File: config.mk
export PLATFORM = sky130hd
export DESIGN_NAME = tmc_timer
export DESIGN_NICKNAME = d
export VERILOG_FILES = /design/src/common/tmc_pkg.sv /design/src/rtl/tmc_edge_detect.sv /design/src/rtl/tmc_prescaler.sv /design/src/rtl/tmc_timer.sv
export SDC_FILE = /design/constraint.sdc
export NUM_CORES = 1
export LEC_CHECK = 0
export ABC_AREA = 1
export ABC_CLOCK_PERIOD_IN_PS = 2050
export BUFFER_PORTS_ARGS = -buffer_cell sky130_fd_sc_hd__buf_2
export CAP_MARGIN = 25
export CORE_ASPECT_RATIO = 1.75
export CORE_MARGIN = 2
export CORE_UTILIZATION = 40
export CTS_BUF_LIST = sky130_fd_sc_hd__clkbuf_8
export DETAILED_ROUTE_END_ITERATION = 16
export PLACE_DENSITY_LB_ADDON = 0.15
export SLEW_MARGIN = 40
export SYNTH_ARGS = -nofsm -noshare
export SYNTH_HDL_FRONTEND = slang
export SYNTH_SLANG_ARGS = --single-unit
File: constraint.sdc
create_clock -name core_clk -period 2.05 [get_ports core_clk]
set_clock_uncertainty 0.2 [all_clocks]
set_input_delay 0.41 -clock core_clk [delete_from_list [all_inputs] [get_ports core_clk]]
set_output_delay 0.41 -clock core_clk [all_outputs]
set_load 0.02 [all_outputs]
File: src/common/tmc_pkg.sv
// Register map and constants of the 16-bit timer/counter.
package tmc_pkg;
    localparam logic [7:0] TMC_ADDR_CONTROL = 8'h00;
    localparam logic [7:0] TMC_ADDR_COUNT_LO = 8'h04;
    localparam logic [7:0] TMC_ADDR_COUNT_HI = 8'h08;
    localparam logic [7:0] TMC_ADDR_IRQ_STATUS = 8'h0c;
    localparam logic [7:0] TMC_ADDR_IRQ_MASK = 8'h10;
    localparam logic [7:0] TMC_ADDR_SIDE_CTRL = 8'h14;
    localparam logic [7:0] TMC_ADDR_PORT_IN = 8'h18;
    localparam int TMC_BIT_WIDE = 7;
    localparam int TMC_BIT_SEL_HI = 6;
    localparam int TMC_BIT_PS_HI = 5;
    localparam int TMC_BIT_PS_LO = 4;
    localparam int TMC_BIT_SEL_LO = 3;
    localparam int TMC_BIT_NOSYNC = 2;
    localparam int TMC_BIT_CLKSRC = 1;
    localparam int TMC_BIT_ON = 0;
    localparam int TMC_BIT_OVF = 1;
    localparam int TMC_BIT_OSC_EN = 3;
    localparam logic [7:0] TMC_CONTROL_RESET = 8'h00;
    localparam logic [7:0] TMC_MASK_RESET = 8'h00;
    localparam logic [7:0] TMC_SIDE_RESET = 8'h00;
    localparam logic [15:0] TMC_COUNT_RESET = 16'h0000;
    localparam logic [15:0] TMC_COUNT_MAX = 16'hffff;
    localparam logic [3:0] TMC_SPECIAL_TRIGGER_MODE = 4'hb;
    localparam int TMC_INSTR_DIV = 4;
    localparam logic [1:0] TMC_INSTR_LAST = 2'h3;
    localparam logic [1:0] TMC_AXI_OKAY = 2'b00;
    localparam logic [1:0] TMC_AXI_SLVERR = 2'b10;
    localparam int TMC_UNITS = 5;
    typedef enum logic [1:0] {
        TMC_ROUTE_ALL_LOW = 2'b00,
        TMC_ROUTE_UNIT1_LOW = 2'b01,
        TMC_ROUTE_UNIT12_LOW = 2'b10,
        TMC_ROUTE_ALL_HIGH = 2'b11
    } tmc_route_t;
endpackage

File: src/rtl/tmc_edge_detect.sv
// Optional two-flop synchroniser and armed rising edge detector.
module tmc_edge_detect
    import tmc_pkg::*;
(
    input wire logic core_clk,
    input wire logic rst,
    input wire logic ext_clk,
    input wire logic bypass_sync,
    input wire logic arm_clear,
    output logic rise
);
    logic meta_q;
    logic sync_q;
    logic prev_q;
    logic armed_q;
    logic level;

    always_ff @(posedge core_clk)
    begin
        if (rst)
        begin
            meta_q <= 1'b0;
            sync_q <= 1'b0;
        end
        else
        begin
            meta_q <= ext_clk;
            sync_q <= meta_q;
        end
    end

    // In asynchronous mode the pin is used directly without sampling, so an edge lands two cycles earlier.
    assign level = bypass_sync ? ext_clk : sync_q;

    always_ff @(posedge core_clk)
    begin
        if (rst)
        begin
            prev_q <= 1'b0;
        end
        else
        begin
            prev_q <= level;
        end
    end

    // A rising edge only counts once a falling edge has been seen.
    always_ff @(posedge core_clk)
    begin
        if (rst || arm_clear)
        begin
            armed_q <= 1'b0;
        end
        else if (prev_q && !level)
        begin
            armed_q <= 1'b1;
        end
    end

    assign rise = armed_q && !prev_q && level;
endmodule // tmc_edge_detect

File: src/rtl/tmc_prescaler.sv
// Input clock prescaler dividing count pulses by 1, 2, 4 or 8.
module tmc_prescaler
    import tmc_pkg::*;
(
    input wire logic core_clk,
    input wire logic rst,
    input wire logic clear,
    input wire logic tick_in,
    input wire logic [1:0] ratio_sel,
    output logic tick_out
);
    logic [2:0] count_q;
    logic [2:0] last;

    function automatic logic [2:0] ratio_last(input logic [1:0] sel);
        unique case (sel)
            2'b00: ratio_last = 3'h0;
            2'b01: ratio_last = 3'h1;
            2'b10: ratio_last = 3'h3;
            2'b11: ratio_last = 3'h7;
        endcase
    endfunction

    assign last = ratio_last(ratio_sel); // see RULE_03

    always_ff @(posedge core_clk)
    begin
        if (rst || clear)
        begin
            count_q <= 3'h0;
        end
        else if (tick_in)
        begin
            count_q <= (count_q >= last) ? 3'h0 : count_q + 3'h1;
        end
    end

    assign tick_out = tick_in && (count_q >= last);
endmodule // tmc_prescaler

File: src/rtl/tmc_timer.sv
// 16-bit timer/counter with AXI4-Lite register slave, overflow interrupt and trigger reset.
// Operation
// RULE_01: Wide access bit seven selects buffered 16-bit access or two byte accesses.
// RULE_02: Select bits six and three route timer pairs to the capture units.
// RULE_03: Prescale field bits five and four divide input by 1, 2, 4 or 8.
// RULE_04: Bit two disables external clock synchronisation; ignored with internal clock.
// RULE_05: Bit one picks instruction clock or rising external edges after a first fall.
// RULE_06: On bit zero enables counting; clearing it stops the counter.
// RULE_07: Enabled low-frequency oscillator forces its two pins to inputs reading zero.
// RULE_08: Wide mode maps high byte to buffer; low byte read loads the buffer.
// RULE_09: Wide mode low byte write also loads counter high byte from buffer.
// RULE_10: Wide mode never reaches the true high byte directly.
// RULE_11: Only low byte writes clear the prescaler; high byte writes do not.
// RULE_12: Counter counts up, wraps from all ones to zero, sets overflow flag.
// RULE_13: Overflow flag raises interrupt only while its enable bit is set.
// RULE_14: Trigger from units one or two in mode 1011 using this timer zeroes it.
// RULE_15: Trigger reset is reliable only with internal clock or synchronised counting.
// RULE_16: A software counter write wins over a same-cycle trigger reset.
// RULE_17: Trigger reset never sets the overflow flag.
// RULE_18: Software enables oscillator and sets clock source to count oscillator edges.
// RULE_19: Narrow mode high byte reads and writes act directly on the counter.
module tmc_timer
    import tmc_pkg::*;
(
    input wire logic core_clk,
    input wire logic rst,
    input wire logic [7:0] s_axi_awaddr,
    input wire logic s_axi_awvalid,
    output logic s_axi_awready,
    input wire logic [31:0] s_axi_wdata,
    input wire logic [3:0] s_axi_wstrb,
    input wire logic s_axi_wvalid,
    output logic s_axi_wready,
    output logic [1:0] s_axi_bresp,
    output logic s_axi_bvalid,
    input wire logic s_axi_bready,
    input wire logic [7:0] s_axi_araddr,
    input wire logic s_axi_arvalid,
    output logic s_axi_arready,
    output logic [31:0] s_axi_rdata,
    output logic [1:0] s_axi_rresp,
    output logic s_axi_rvalid,
    input wire logic s_axi_rready,
    input wire logic ext_count_clock_pin,
    input wire logic [1:0] osc_pin_in,
    input wire logic [1:0] port_c_direction,
    input wire logic [3:0] unit1_mode,
    input wire logic unit1_trigger,
    input wire logic [3:0] unit2_mode,
    input wire logic unit2_trigger,
    output logic irq,
    output logic [1:0] osc_pin_oe_n,
    output logic [TMC_UNITS-1:0] unit_uses_high_pair
);
    logic [7:0] control_q;
    logic [15:0] count_q;
    logic [7:0] hi_buffer_q;
    logic [7:0] status_q;
    logic [7:0] mask_q;
    logic [7:0] side_q;
    logic [1:0] instr_div_q;
    logic aw_held_q;
    logic w_held_q;
    logic [7:0] awaddr_q;
    logic [31:0] wdata_q;
    logic [3:0] wstrb_q;
    logic [31:0] rdata_d;
    logic rd_ok;
    logic wr_fire;
    logic rd_fire;
    logic wr_lo;
    logic wr_hi;
    logic rd_lo;
    logic rd_status;
    logic wide;
    logic on;
    logic ext_sel;
    logic osc_en;
    logic ext_rise;
    logic base_tick;
    logic inc;
    logic trig;
    logic [1:0] port_in_d;

    assign wide = control_q[TMC_BIT_WIDE];
    assign on = control_q[TMC_BIT_ON];
    assign ext_sel = control_q[TMC_BIT_CLKSRC];
    assign osc_en = side_q[TMC_BIT_OSC_EN];

    // Write address and data are taken in either order and held until both are present.
    always_ff @(posedge core_clk)
    begin
        if (rst)
        begin
            aw_held_q <= 1'b0;
            w_held_q <= 1'b0;
            awaddr_q <= 8'h00;
            wdata_q <= 32'h0;
            wstrb_q <= 4'h0;
        end
        else if (wr_fire)
        begin
            aw_held_q <= 1'b0;
            w_held_q <= 1'b0;
        end
        else
        begin
            if (s_axi_awvalid && s_axi_awready)
            begin
                aw_held_q <= 1'b1;
                awaddr_q <= s_axi_awaddr;
            end
            if (s_axi_wvalid && s_axi_wready)
            begin
                w_held_q <= 1'b1;
                wdata_q <= s_axi_wdata;
                wstrb_q <= s_axi_wstrb;
            end
        end
    end

    assign wr_fire = aw_held_q && w_held_q && !s_axi_bvalid;

    always_ff @(posedge core_clk)
    begin
        if (rst)
        begin
            s_axi_awready <= 1'b0;
            s_axi_wready <= 1'b0;
        end
        else
        begin
            s_axi_awready <= !aw_held_q && !(s_axi_awvalid && s_axi_awready) && !s_axi_bvalid;
            s_axi_wready <= !w_held_q && !(s_axi_wvalid && s_axi_wready) && !s_axi_bvalid;
        end
    end

    always_ff @(posedge core_clk)
    begin
        if (rst)
        begin
            s_axi_bvalid <= 1'b0;
            s_axi_bresp <= TMC_AXI_OKAY;
        end
        else if (wr_fire)
        begin
            s_axi_bvalid <= 1'b1;
            s_axi_bresp <= (awaddr_q == TMC_ADDR_CONTROL || awaddr_q == TMC_ADDR_COUNT_LO
                || awaddr_q == TMC_ADDR_COUNT_HI || awaddr_q == TMC_ADDR_IRQ_STATUS
                || awaddr_q == TMC_ADDR_IRQ_MASK || awaddr_q == TMC_ADDR_SIDE_CTRL
                || awaddr_q == TMC_ADDR_PORT_IN) ? TMC_AXI_OKAY : TMC_AXI_SLVERR;
        end
        else if (s_axi_bready)
        begin
            s_axi_bvalid <= 1'b0;
        end
    end

    // Byte lane zero carries every register; other lanes are ignored.
    assign wr_lo = wr_fire && wstrb_q[0] && awaddr_q == TMC_ADDR_COUNT_LO;
    assign wr_hi = wr_fire && wstrb_q[0] && awaddr_q == TMC_ADDR_COUNT_HI;

    always_ff @(posedge core_clk)
    begin
        if (rst)
        begin
            control_q <= TMC_CONTROL_RESET;
            mask_q <= TMC_MASK_RESET;
            side_q <= TMC_SIDE_RESET;
        end
        else if (wr_fire && wstrb_q[0])
        begin
            if (awaddr_q == TMC_ADDR_CONTROL)
            begin
                control_q <= wdata_q[7:0];
            end
            if (awaddr_q == TMC_ADDR_IRQ_MASK)
            begin
                mask_q <= wdata_q[7:0] & (8'h01 << TMC_BIT_OVF);
            end
            if (awaddr_q == TMC_ADDR_SIDE_CTRL)
            begin
                side_q <= wdata_q[7:0] & (8'h01 << TMC_BIT_OSC_EN);
            end
        end
    end

    // Instruction cycle is every fourth system clock.
    always_ff @(posedge core_clk)
    begin
        if (rst)
        begin
            instr_div_q <= 2'h0;
        end
        else
        begin
            instr_div_q <= instr_div_q + 2'h1;
        end
    end

    tmc_edge_detect u_edge (
        .core_clk(core_clk),
        .rst(rst),
        .ext_clk(ext_count_clock_pin),
        .bypass_sync(control_q[TMC_BIT_NOSYNC]), // see RULE_04
        .arm_clear(!on || !ext_sel),
        .rise(ext_rise)
    );

    assign base_tick = on && (ext_sel ? ext_rise : instr_div_q == TMC_INSTR_LAST); // see RULE_05 RULE_06

    tmc_prescaler u_prescale (
        .core_clk(core_clk),
        .rst(rst),
        .clear(wr_lo), // see RULE_11
        .tick_in(base_tick),
        .ratio_sel(control_q[TMC_BIT_PS_HI:TMC_BIT_PS_LO]),
        .tick_out(inc)
    );

    // Trigger only from units routed here, and never in asynchronous counting.
    assign trig = !(ext_sel && control_q[TMC_BIT_NOSYNC]) && (
        (unit1_trigger && unit1_mode == TMC_SPECIAL_TRIGGER_MODE && unit_uses_high_pair[0])
        || (unit2_trigger && unit2_mode == TMC_SPECIAL_TRIGGER_MODE && unit_uses_high_pair[1])
    ); // see RULE_14 RULE_15

    always_ff @(posedge core_clk)
    begin
        if (rst)
        begin
            count_q <= TMC_COUNT_RESET;
        end
        else if (wr_lo)
        begin
            count_q[7:0] <= wdata_q[7:0];
            if (wide)
            begin
                count_q[15:8] <= hi_buffer_q; // see RULE_09 RULE_16
            end
        end
        else if (wr_hi && !wide)
        begin
            count_q[15:8] <= wdata_q[7:0]; // see RULE_19 RULE_16
        end
        else if (trig)
        begin
            count_q <= TMC_COUNT_RESET; // see RULE_14
        end
        else if (inc)
        begin
            count_q <= count_q + 16'h0001; // see RULE_12
        end
    end

    always_ff @(posedge core_clk)
    begin
        if (rst)
        begin
            hi_buffer_q <= 8'h00;
        end
        else if (wr_hi && wide)
        begin
            hi_buffer_q <= wdata_q[7:0]; // see RULE_10
        end
        else if (rd_lo && wide)
        begin
            hi_buffer_q <= count_q[15:8]; // see RULE_08
        end
    end

    // Overflow only on a counted wrap; the set beats a same-cycle read-clear.
    always_ff @(posedge core_clk)
    begin
        if (rst)
        begin
            status_q <= 8'h00;
        end
        else if (inc && !trig && !wr_lo && !(wr_hi && !wide) && count_q == TMC_COUNT_MAX)
        begin
            status_q[TMC_BIT_OVF] <= 1'b1; // see RULE_12 RULE_17
        end
        else if (rd_status)
        begin
            status_q <= 8'h00;
        end
    end

    always_ff @(posedge core_clk)
    begin
        if (rst)
        begin
            irq <= 1'b0;
        end
        else
        begin
            irq <= |(status_q & mask_q); // see RULE_13
        end
    end

    always_ff @(posedge core_clk)
    begin
        if (rst)
        begin
            osc_pin_oe_n <= 2'b11;
            unit_uses_high_pair <= '0;
        end
        else
        begin
            osc_pin_oe_n <= osc_en ? 2'b11 : port_c_direction; // see RULE_07
            unique case (tmc_route_t'({control_q[TMC_BIT_SEL_HI], control_q[TMC_BIT_SEL_LO]}))
                TMC_ROUTE_ALL_LOW: unit_uses_high_pair <= 5'b00000; // see RULE_02
                TMC_ROUTE_UNIT1_LOW: unit_uses_high_pair <= 5'b11110;
                TMC_ROUTE_UNIT12_LOW: unit_uses_high_pair <= 5'b11100;
                TMC_ROUTE_ALL_HIGH: unit_uses_high_pair <= 5'b11111;
            endcase
        end
    end

    assign port_in_d = osc_en ? 2'b00 : osc_pin_in; // see RULE_07

    // Read channel answers one cycle after the address is taken.
    assign rd_fire = s_axi_arvalid && s_axi_arready;
    assign rd_lo = rd_fire && s_axi_araddr == TMC_ADDR_COUNT_LO;
    assign rd_status = rd_fire && s_axi_araddr == TMC_ADDR_IRQ_STATUS;

    always_comb
    begin
        rdata_d = 32'h0;
        rd_ok = 1'b1;
        unique case (s_axi_araddr)
            TMC_ADDR_CONTROL: rdata_d[7:0] = control_q;
            TMC_ADDR_COUNT_LO: rdata_d[7:0] = count_q[7:0];
            TMC_ADDR_COUNT_HI: rdata_d[7:0] = wide ? hi_buffer_q : count_q[15:8]; // see RULE_01
            TMC_ADDR_IRQ_STATUS: rdata_d[7:0] = status_q;
            TMC_ADDR_IRQ_MASK: rdata_d[7:0] = mask_q;
            TMC_ADDR_SIDE_CTRL: rdata_d[7:0] = side_q;
            TMC_ADDR_PORT_IN: rdata_d[1:0] = port_in_d;
            default: rd_ok = 1'b0;
        endcase
    end

    always_ff @(posedge core_clk)
    begin
        if (rst)
        begin
            s_axi_arready <= 1'b0;
            s_axi_rvalid <= 1'b0;
            s_axi_rdata <= 32'h0;
            s_axi_rresp <= TMC_AXI_OKAY;
        end
        else
        begin
            s_axi_arready <= !s_axi_rvalid && !rd_fire;
            if (rd_fire)
            begin
                s_axi_rvalid <= 1'b1;
                s_axi_rdata <= rdata_d;
                s_axi_rresp <= rd_ok ? TMC_AXI_OKAY : TMC_AXI_SLVERR;
            end
            else if (s_axi_rready)
            begin
                s_axi_rvalid <= 1'b0;
            end
        end
    end
endmodule // tmc_timer

# Yosys cells after proc, flatten, opt, wreduce, memory -nomap -nowiden
# Index checks and enable logic that the tools add are counted.
[totals] word_cells=162 reg_bits=88 input_bits=74
[classes] n_bitwise=2 reduce_logical=79 add_sub_neg=3 n_eq_ne=23 magnitude_cmp=1 muxes=25
[ops] operator="8-bit by 5-bit equality test with 1-bit output (second input constant)" count=6
[ops] operator="16-bit 2-to-1 mux" count=3
[ops] operator="8-bit 2-to-1 mux" count=5
[ops] operator="1-bit logical AND" count=33
[ops] operator="8-bit by 4-bit equality test with 1-bit output (second input constant)" count=4
[ops] operator="6-bit one-hot mux with 4 select lines" count=1
[ops] operator="5-bit one-hot mux with 4 select lines" count=1
[ops] operator="16-bit by 1-bit adder with 16-bit output (second input constant)" count=1
[ops] operator="16-bit equality test (second input constant)" count=1
[ops] operator="8-bit by 3-bit equality test with 1-bit output (second input constant)" count=2
[ops] operator="1-bit logical NOT" count=16
[ops] operator="8-bit logical NOT" count=2
[ops] operator="2-bit one-hot mux with 6 select lines" count=1
[ops] operator="3-bit one-hot mux with 4 select lines" count=1
[ops] operator="2-bit AND reduction" count=6
[ops] operator="2-bit equality test (second input constant)" count=5
[ops] operator="1-bit logical OR" count=10
[ops] operator="4-bit equality test (second input constant)" count=2
[ops] operator="1-bit 2-to-1 mux" count=8
[ops] operator="2-bit 2-to-1 mux" count=4
[ops] operator="2-bit nonzero test" count=4
[ops] operator="8-bit OR reduction" count=1
[ops] operator="7-bit OR reduction" count=1
[ops] operator="2-bit by 1-bit equality test with 1-bit output (second input constant)" count=2
[ops] operator="other kinds (11)" count=13

# Logic depth before layout (Yosys ltp)
# Gate-level depths: netlist (run 1).
[depth] ltp_word=11 depth_mapped=12

# Modules after synthesis
# Synthesis (run 1) repeated with hierarchy kept, for this count alone.
[unflattened] cells_unflattened=690 hier_area_um2=4729.5
[modules_own_cells] mod="tmc_timer" instances=1 cells_each=642 area_each_um2=4356.7
[modules_own_cells] mod="tmc_prescaler" instances=1 cells_each=29 area_each_um2=220.2
[modules_own_cells] mod="tmc_edge_detect" instances=1 cells_each=19 area_each_um2=152.6

# Worst setup path before layout (run 1)
# OpenSTA, ideal clock, no wires.
[synth_path] path_type="register to register" from="reg control_q[4]" to="reg count_q[5]" path_slack_ps=107 stages_incl_launch_ff=12 arrival_ps=1631 synth_period_minus_slack_ps=1943 setup_time_ps=113 path_buffers=1 cell_sequence="dfxtp_1 or2_2 ha_1 nand3_1 nand3_1 nand3_4 nand3_1 nand2_2 buf_6 nand2_1 nand2_1 nor2_1"
[synth_via] elab_chain_cells=6 elab_cells_between_ends=9 classes_between="order compare: 1; eq/ne: 3; mux: 1; reduce/logical: 4"
[synth_lines] item="from (decl)" line="tmc_timer.sv:55" source="logic [7:0] control_q;"
[synth_lines] item="from (signal assigned)" line="tmc_timer.sv:175" source="control_q <= wdata_q[7:0];"
[synth_lines] item="2-bit equality test (tied with other cells)" line="tmc_prescaler.sv:16" source="unique case (sel)"
[synth_lines] item="3-bit one-hot mux with 4 select lines *" line="tmc_prescaler.sv:16"
[synth_lines] item="3-bit greater-or-equal comparator *" line="tmc_prescaler.sv:38" source="assign tick_out = tick_in && (count_q >= last);"
[synth_lines] item="1-bit logical AND *" line="tmc_prescaler.sv:38"
[synth_lines] item="3-bit nonzero test (no source line) *"
[synth_lines] item="2-bit AND reduction (no source line) *"
[synth_lines] item="to (signal assigned)" line="tmc_timer.sv:235" source="count_q[7:0] <= wdata_q[7:0];"
[synth_lines] item="to (signal assigned)" line="tmc_timer.sv:251" source="count_q <= count_q + 16'h0001;"
[synth_lines] item="to (decl)" line="tmc_timer.sv:56" source="logic [15:0] count_q;"
# Mark *: on every way between the ends. The rest lies on a longest branch, timed or not.
# A chain may end at the register's enable or synchronous reset.

# Final worst setup path (run 1)
[layout_path] from="reg control_q[4]" to="reg status_q[1]"
[layout_via] elab_chain_cells=9 elab_cells_between_ends=13 classes_between="order compare: 1; eq/ne: 3; mux: 2; reduce/logical: 7"
[layout_lines] item="2-bit equality test (tied with other cells)" line="tmc_prescaler.sv:16"
[layout_lines] item="3-bit one-hot mux with 4 select lines *" line="tmc_prescaler.sv:16"
[layout_lines] item="3-bit greater-or-equal comparator *" line="tmc_prescaler.sv:38"
[layout_lines] item="1-bit logical AND *" line="tmc_prescaler.sv:38"
[layout_lines] item="1-bit logical AND * (4 in a row)" line="tmc_timer.sv:278" source="else if (inc && !trig && !wr_lo && !(wr_hi && !wide) && count_q == TMC_COUNT_MAX)"
[layout_lines] item="1-bit 2-to-1 mux / 2-bit nonzero test (equally long branches)"
[layout_lines] item="to (signal assigned)" line="tmc_timer.sv:276" source="status_q <= 8'h00;"
[layout_lines] item="to (signal, indexed assignment)" line="tmc_timer.sv:280" source="status_q[TMC_BIT_OVF] <= 1'b1;"
[layout_lines] item="to (signal assigned)" line="tmc_timer.sv:284" source="status_q <= 8'h00;"
[layout_lines] item="to (decl)" line="tmc_timer.sv:58" source="logic [7:0] status_q;"
# Marked as above.

==> flow_summary.json, run 1 <==
{
  "ff2ff_path_depth": 9,
  "clockPowerShare_pct": 41.5,
  "routed_via_density": 4.999,
  "n_fill_cell": 1255,
  "grt_pass1_wl_um": 20010,
  "synth_top_family_by_area": "simple AND/OR/NAND/NOR gates",
  "syn2layout_area_growth_pct": 17.05,
  "netlist-cell-type-count": 38,
  "ys_ff_latch": 84,
  "design_area_mm2": 0.005413,
  "whs_path_depth": 3,
  "cp.depth": 9,
  "post_cts_buffers": 0,
  "yosysSeqAreaShare_pct": 36.36,
  "p_total_w": 0.003466,
  "netlist_area_mm2": 0.004624,
  "synth_top_cell_area_share_pct": 36.36,
  "grt_use_total_pct": 20.53,
  "place_area_mm2": 0.005075,
  "overflow": 0,
  "htreeDepth": 3,
  "die_w_um": 85.28,
  "ant_nets": 0,
  "fin_util_pct": 47.27,
  "grt_max_degree": 47,
  "drive_gt1_share_pct": 19.12,
  "dieHeight_um": 146.2,
  "io_buffers": 69,
  "hold_class": "input port to flip-flop",
  "cts_num_sinks": 84,
  "power_density_mw_per_mm2": 640.3,
  "cp.required_ns": 2.16,
  "synthCells": 686,
  "r2r-end": "status_q[1]$_SDFFE_PP0P_",
  "p_leak_nw": 2.444,
  "slowest_delay_ns": 0.34,
  "rr_startpoint": "control_q[4]$_SDFFE_PP0P_",
  "multi_input_area_mm2": 0.002471,
  "clk_pin_slew_ns": 0.09,
  "firstDrtPassIters": 5,
  "worst_pin_slew_ns": 0.4990,
  "totalWireLength_um": 12860,
  "layout_commonest_cell": "nand2_1",
  "yosys-mux-area-fraction_pct": 0,
  "final-seq-area_mm2": 0.001684,
  "final_max_slew_viol_count": 0,
  "clk_latency_ns": 0.37,
  "clockRootBuffer": "clkbuf_8",
  "arrival_ns": 2.12,
  "numCtsBuffers": 9,
  "place_congestion": 0.9374,
  "wl_per_cell_um": 14.15,
  "nets": 849,
  "antenna_cells": 0,
  "seq_power_share_pct": 49.3,
  "synth-simple-area-share_pct": 31.66,
  "dpl.hpwl_um": 9819,
  "outcome": "finished, final reports clean",
  "fin_crit_sh_pct": 98.03,
  "start_util_pct": 40.38,
  "critPathBufInv": 1,
  "hold_buffers": 0,
  "die_area_mm2": 0.01247,
  "timing.critical_path.slowest_stage_cell": "dfxtp_2",
  "initialDrtViolationCount": 409,
  "cts_tree": "done",
  "max_cap_viol_count": 0,
  "worstHoldStart": "port_c_direction[0]",
  "num_rows": 52,
  "slew_headroom_pct": 66.38,
  "critical-path-top-delay-family": "simple AND/OR/NAND/NOR gates",
  "via_count": 4544,
  "setup.worst_path.start_class": "flip-flop",
  "switching_share_pct": 25.49,
  "synth-compound-area-share_pct": 14.94,
  "antenna_found_initial": 0,
  "yosys-top-cells-area": "dfxtp_1 36%, nand2_1 13%, nor2_1 7.4%, o21ai_0 7.0%, inv_1 6.0%",
  "finalHoldViolCount": 0,
  "core-area_mm2": 0.01145,
  "path_class": "flip-flop to flip-flop",
  "power.switching_w": 0.0008833,
  "p_int_w": 0.002582,
  "synthXorXnorAreaFrac_pct": 1.136,
  "setup_viol": 0,
  "avgSynthCellArea_um2": 6.741,
  "holdPathEnd": "osc_pin_oe_n[0]$_SDFF_PP1_",
  "io_pins": 123,
  "final_cell_mix": "165 x nand2_1, 89 x nor2_1, 82 x dfxtp_1",
  "reg2reg_setup_slack_ns": 0.04,
  "ys_warn_count": 0,
  "clockBufferDepth": 2,
  "period_minus_slack_ns": 2.010,
  "irDropWorstVdd_mv": 0.4009,
  "p_comb_share_pct": 9.2,
  "fmax_mhz": 497.6,
  "grt_pass1_vias": 4131,
  "cp_cell_sequence": "or2_4 > ha_4 > nand3_2 > nand3_2 > nand3_4 > buf_6 > nor2_2 > nand4_1 > a21oi_1",
  "drc": 0,
  "yosys.area.top_type": "dfxtp_1",
  "cp_common_cell": "nand3_2",
  "cp-end-kind": "flip-flop",
  "whs_ns": 0.01722,
  "critPathMaxFanout": 5,
  "synthAdderAreaFrac_pct": 1.623
}
final cells by class:
| cell class | instances | share of cell area (%) |
|---|---|---|
| timing repair buffer | 93 | 10.24 |
| multi-input combinational | 503 | 45.65 |
| tap | 135 | 3.121 |
| clock buffer | 9 | 2.288 |
| sequential | 84 | 31.11 |
| inverter | 78 | 5.432 |
| clock inverter | 7 | 2.150 |
Yosys cell counts (all sizes together):
library cell	n
buf	41
nand3b	2
a311oi	1
o22ai	2
nand3	36
inv	76
nand2	170
clkbuf	7
o21ai	72
a21oi	48
ha	6
o211ai	5
clkinv	2
nand4	10
conb	1
o21a	1
nor2	102
dfxtp	84
nor3	9
nor3b	1
a211oi	2
o311ai	1
or2	1
xor2	6
metal layers:
metal	part of all wire, %	GRT usage (%)	vias to the layer above
met5	0	0	-
met4	3.9	9.286	0
met3	4.1	3.618	30
met2	53	37.34	143
met1	39	22.65	2064
li1	-	-	2307
state kept, by name, summed over array words and instances (netlist names), 2 cells and up:
name	count
unit_uses_high_pair	3
count_q	16
wdata_q	8
awaddr_q	8
u_prescale.count_q	3
instr_div_q	2
s_axi_rdata	8
hi_buffer_q	8
osc_pin_oe_n	2
control_q	8
how the worst max path moves through the flow:
stage                                          from                        to  slack, ns
after CTS                 control_q[4]$_SDFFE_PP0P_  status_q[1]$_SDFFE_PP0P_      0.001
after detailed placement  control_q[4]$_SDFFE_PP0P_   count_q[0]$_SDFFE_PP0P_      -0.03
after floorplan           control_q[4]$_SDFFE_PP0P_   count_q[5]$_SDFFE_PP0P_       0.11
after global routing      control_q[4]$_SDFFE_PP0P_  status_q[1]$_SDFFE_PP0P_    -0.0009
after global placement    control_q[4]$_SDFFE_PP0P_   count_q[7]$_SDFFE_PP0P_      0.008
final                     control_q[4]$_SDFFE_PP0P_  status_q[1]$_SDFFE_PP0P_       0.04
power groups by stage:
stage                     Sequential, W  Clock, W  Combinational [W]
after floorplan                 0.00175         0           0.000234
after global placement          0.00174         0           0.000316
after detailed placement        0.00175         0           0.000320
after CTS                       0.00171   0.00148           0.000322
after global routing            0.00171   0.00154           0.000357
final                           0.00171   0.00144           0.000319
per-stage QoR:
step | TNS (ns) | setup WS (ns) | cells
after floorplan | 0 | 0.1067 | 711
final | 0 | 0.04047 | 909
after global placement | 0 | 0.008487 | 891
after global routing | -0.0009117 | -0.0009117 | 909
after CTS | 0 | 0.001296 | 907
after detailed placement | -0.1776 | -0.03104 | 891
cells by family after synthesis:
| logic type | Yosys count |
|---|---|
| AOI/OAI and AO/OA | 132 |
| xor gates and xnor gates | 6 |
| adders and majority gates | 6 |
| buffers and inverters | 126 |
| DFF | 84 |
| other | 1 |
| and+or+nand+nor | 331 |
worst reg2reg max path: cells and delay by family (launching register included):
family                     cells  cell delay, ns
and+or+nand+nor                6            0.79
AOI/OAI and AO/OA              1            0.19
adders and majority gates      1            0.27
buffers and inverters          1            0.17
DFF                            1            0.34
timing repair:
action,in CTS,in global routing
gates cloned,0,2
endpoints found under the setup margin,8,17
pin swaps,0,4
resized for setup,1,16
Note: power is estimated with default switching activity, not from simulation.
==> run 2: changes to the inputs <==
--- a/config.mk
+++ b/config.mk
@@ -5,16 +5,15 @@
 export SDC_FILE = /design/constraint.sdc
 export NUM_CORES = 1
 export LEC_CHECK = 0
-export ABC_AREA = 1
 export ABC_CLOCK_PERIOD_IN_PS = 2050
 export BUFFER_PORTS_ARGS = -buffer_cell sky130_fd_sc_hd__buf_2
 export CAP_MARGIN = 25
-export CORE_ASPECT_RATIO = 1.75
 export CORE_MARGIN = 2
 export CORE_UTILIZATION = 40
 export CTS_BUF_LIST = sky130_fd_sc_hd__clkbuf_8
 export DETAILED_ROUTE_END_ITERATION = 16
 export PLACE_DENSITY_LB_ADDON = 0.15
+export RECOVER_POWER = 100
 export SLEW_MARGIN = 40
 export SYNTH_ARGS = -nofsm -noshare
 export SYNTH_HDL_FRONTEND = slang
==> run 2 against run 1 <==
  * Critical endpoint is now count_q[6]$_SDFFE_PP0P_
  * Synthesized area down 6.8%
  * Largest power group unchanged
  * Sequential share of layout area shrank 0.70 points
  * The run now ends with negative setup slack left
  * Critical path type unchanged
  * Worst hold slack improved by 0.015 ns
==> flow_summary.json, run 2 <==
{
  "outcome": "finished with violations",
  "violations": "negative setup slack",
  "synthCells": 513,
  "synth_ff_type": "dfxtp_1",
  "clk_pin_slew_ns": 0.08,
  "yosysMostFrequentCell": "dfxtp_1",
  "ys_warn_count": 0,
  "totalWireLength_um": 11640,
  "ys_ff_latch": 84,
  "slew_headroom_pct": 45.67,
  "holdPathEnd": "osc_pin_oe_n[1]$_SDFF_PP1_",
  "critPathMaxFanout": 6,
  "grt_max_degree": 39,
  "io_buffers": 69,
  "fmax_mhz": 454.1,
  "dpl.hpwl_um": 8348,
  "place_congestion": 0.8888,
  "synth_enable_flop_cells": 0,
  "slowest_delay_ns": 0.60,
  "dp_cells": 747,
  "ff2ff_path_depth": 8,
  "period_minus_slack_ns": 2.202,
  "max_cap_viol_count": 0,
  "setup.worst_path.start_class": "flip-flop",
  "cp_cell_sequence": "or4b_4 > nor4_4 > buf_4 > a21oi_4 > a21oi_4 > buf_4 > a21oi_1 > nor3_1",
  "die_w_um": 107.8,
  "routed_via_density": 5.142,
  "initialDrtViolationCount": 159,
  "whs_path_depth": 2,
  "design_area_mm2": 0.005542,
  "hold_buffers": 0,
  "stdcell_count": 772,
  "fin_crit_sh_pct": 107.4,
  "cp.required_ns": 2.13,
  "largest_reg_flops": 16,
  "critical-path-top-delay-family": "simple AND/OR/NAND/NOR gates",
  "rsz0062_at_grt": "true",
  "setup_ws_ns": -0.1523,
  "final_max_slew_viol_count": 0,
  "netlist_area_mm2": 0.004312,
  "cts_num_sinks": 84,
  "power_density_mw_per_mm2": 597.0,
  "drive_gt1_share_pct": 27.99,
  "io_pins": 123,
  "cp.depth": 8,
  "worstHoldStart": "port_c_direction[1]",
  "dieHeight_um": 107.8,
  "rr_startpoint": "awaddr_q[6]$_SDFFE_PP0P_",
  "critPathBufInv": 2,
  "p_leak_nw": 2.176,
  "p_total_w": 0.003308,
  "clockRootBuffer": "clkbuf_8",
  "wl_per_cell_um": 15.08,
  "regMostFlops": "count_q",
  "yosys.area.top_type": "dfxtp_1",
  "whs_ns": 0.03238,
  "final_cell_mix": "81 x dfxtp_1, 58 x nand2_1, 54 x nor2_1",
  "avgSynthCellArea_um2": 8.405,
  "die_area_mm2": 0.01163,
  "irDropWorstVdd_mv": 0.4341,
  "via_count": 3970,
  "start_util_pct": 41.39,
  "n_fill_cell": 1013,
  "grt_pass1_vias": 3778,
  "firstDrtPassIters": 4,
  "cp-startpoint": "awaddr_q[6]$_SDFFE_PP0P_",
  "yosysSeqAreaShare_pct": 39.00,
  "core-area_mm2": 0.01042,
  "path_class": "flip-flop to flip-flop",
  "syn2layout_area_growth_pct": 28.53,
  "finalHoldViolCount": 0,
  "clockBufferDepth": 2,
  "arrival_ns": 2.28,
  "htreeDepth": 3,
  "hold_class": "input port to flip-flop",
  "drc": 0,
  "grt_use_total_pct": 20.71,
  "overflow": 0,
  "r2r-end": "count_q[6]$_SDFFE_PP0P_",
  "num_rows": 37,
  "numCtsBuffers": 9,
  "yosys-top-cells-area": "dfxtp_1 39%, mux2i_1 8.1%, nor2_1 5.6%, nand2_1 5.2%, buf_4 4.9%",
  "reg2reg_setup_slack_ns": -0.15,
  "cp-end-kind": "flip-flop",
  "setup_viol": 24,
  "netlist_top_cells_count": "84 x dfxtp_1, 64 x nor2_1, 60 x nand2_1",
  "grt_pass1_wl_um": 18890,
  "worst_pin_slew_ns": 0.8120,
  "antenna_cells": 0,
  "cts_tree": "done",
  "antenna_found_initial": 0,
  "synth_top_cell_area_share_pct": 39.00,
  "nets": 711,
  "place_area_mm2": 0.005102,
  "async_flop_share_pct": 0,
  "layout_commonest_cell": "dfxtp_1",
  "clk_latency_ns": 0.35,
  "netlist-cell-type-count": 60,
  "ant_nets": 0,
  "timing.critical_path.slowest_stage_cell": "or4b_4"
}
run 2: cell types whose count changed in the layout (fill, tap and decap cells not counted), sizes merged, moves of 7 or more:
cell,delta
nor2,-38
nor2b,+7
buf,+13
nand2,-110
nand3,-25
a211oi,+18
a22oi,+12
clkbuf,+27
a21oi,-7
inv,-68
o21ai,-44
mux2i,+35
run 2: cells by family after synthesis:
kind of cell               count (synthesis)  share of synthesized area (%)
muxes                                     38                          8.909
adders and majority gates                  6                          1.741
xor gates and xnor gates                   5                          1.016
AOI/OAI and AO/OA                        119                          18.14
and+or+nand+nor                          201                          23.30
other                                      1                        0.08697
DFF                                       84                          39.00
buffers and inverters                     59                          7.806
run 2: worst max path at each step:
stage	slack [ns]	to
2_1_floorplan	-0.09	status_q[1]$_SDFFE_PP0P_
3_3_place_gp	-0.16	count_q[4]$_SDFFE_PP0P_
3_5_place_dp	-0.20	count_q[4]$_SDFFE_PP0P_
4_1_cts	-0.14	count_q[10]$_SDFFE_PP0P_
5_1_grt	-0.23	count_q[6]$_SDFFE_PP0P_
6_report	-0.15	count_q[6]$_SDFFE_PP0P_
run 2: routing by layer:
| metal | part of all wire, % | up-vias | track usage [%] |
|---|---|---|---|
| li1 | - | 2000 | - |
| met5 | 0 | - | 0 |
| met2 | 49 | 92 | 34.73 |
| met1 | 44 | 1855 | 26.43 |
| met4 | 2.5 | 0 | 7.784 |
| met3 | 4.8 | 23 | 3.753 |
run 2: worst register-to-register path, delay by kind of cell (launching register included):
family	cells	cell delay, ns
AO/OA/AOI/OAI	3	0.36
buffers and inverters	2	0.32
flip-flops	1	0.32
AND/OR/NAND/NOR	3	0.93
run 2: layout make-up:
cell class | count | area [um2] | share of cell area, %
Multi-Input combinational cell | 396 | 2603 | 46.96
Inverter | 8 | 30.03 | 0.5419
Clock buffer | 10 | 137.6 | 2.484
Timing Repair Buffer | 132 | 835.8 | 15.08
Clock inverter | 6 | 80.08 | 1.445
Tap cell | 136 | 170.2 | 3.071
Sequential cell | 84 | 1685 | 30.41
run 2: report_power, final:
part | leakage, nW | switching (W) | internal [W]
logic | 1.38 | 0.000188 | 0.000113
clock network | 0.115 | 0.000594 | 0.000709
registers | 0.683 | 0.0000359 | 0.00167
total | 2.18 | 0.000817 | 0.00249
run 2: metrics by stage:
step	worst slack, ns	util (%)	TNS (ns)
2_1_floorplan	-0.09035	-	-0.1800
3_3_place_gp	-0.1609	48.99	-2.289
3_5_place_dp	-0.1975	48.99	-2.773
4_1_cts	-0.1437	52.38	-1.680
5_1_grt	-0.2299	53.20	-4.219
6_report	-0.1523	53.20	-1.687
run 2: repair_timing:
action	in CTS	in global routing
resized for setup	23	32
endpoints found under the hold margin	0	0
setup endpoints to repair	20	29
buffers inserted	3	4
cloned	1	1
pin swaps	19	15
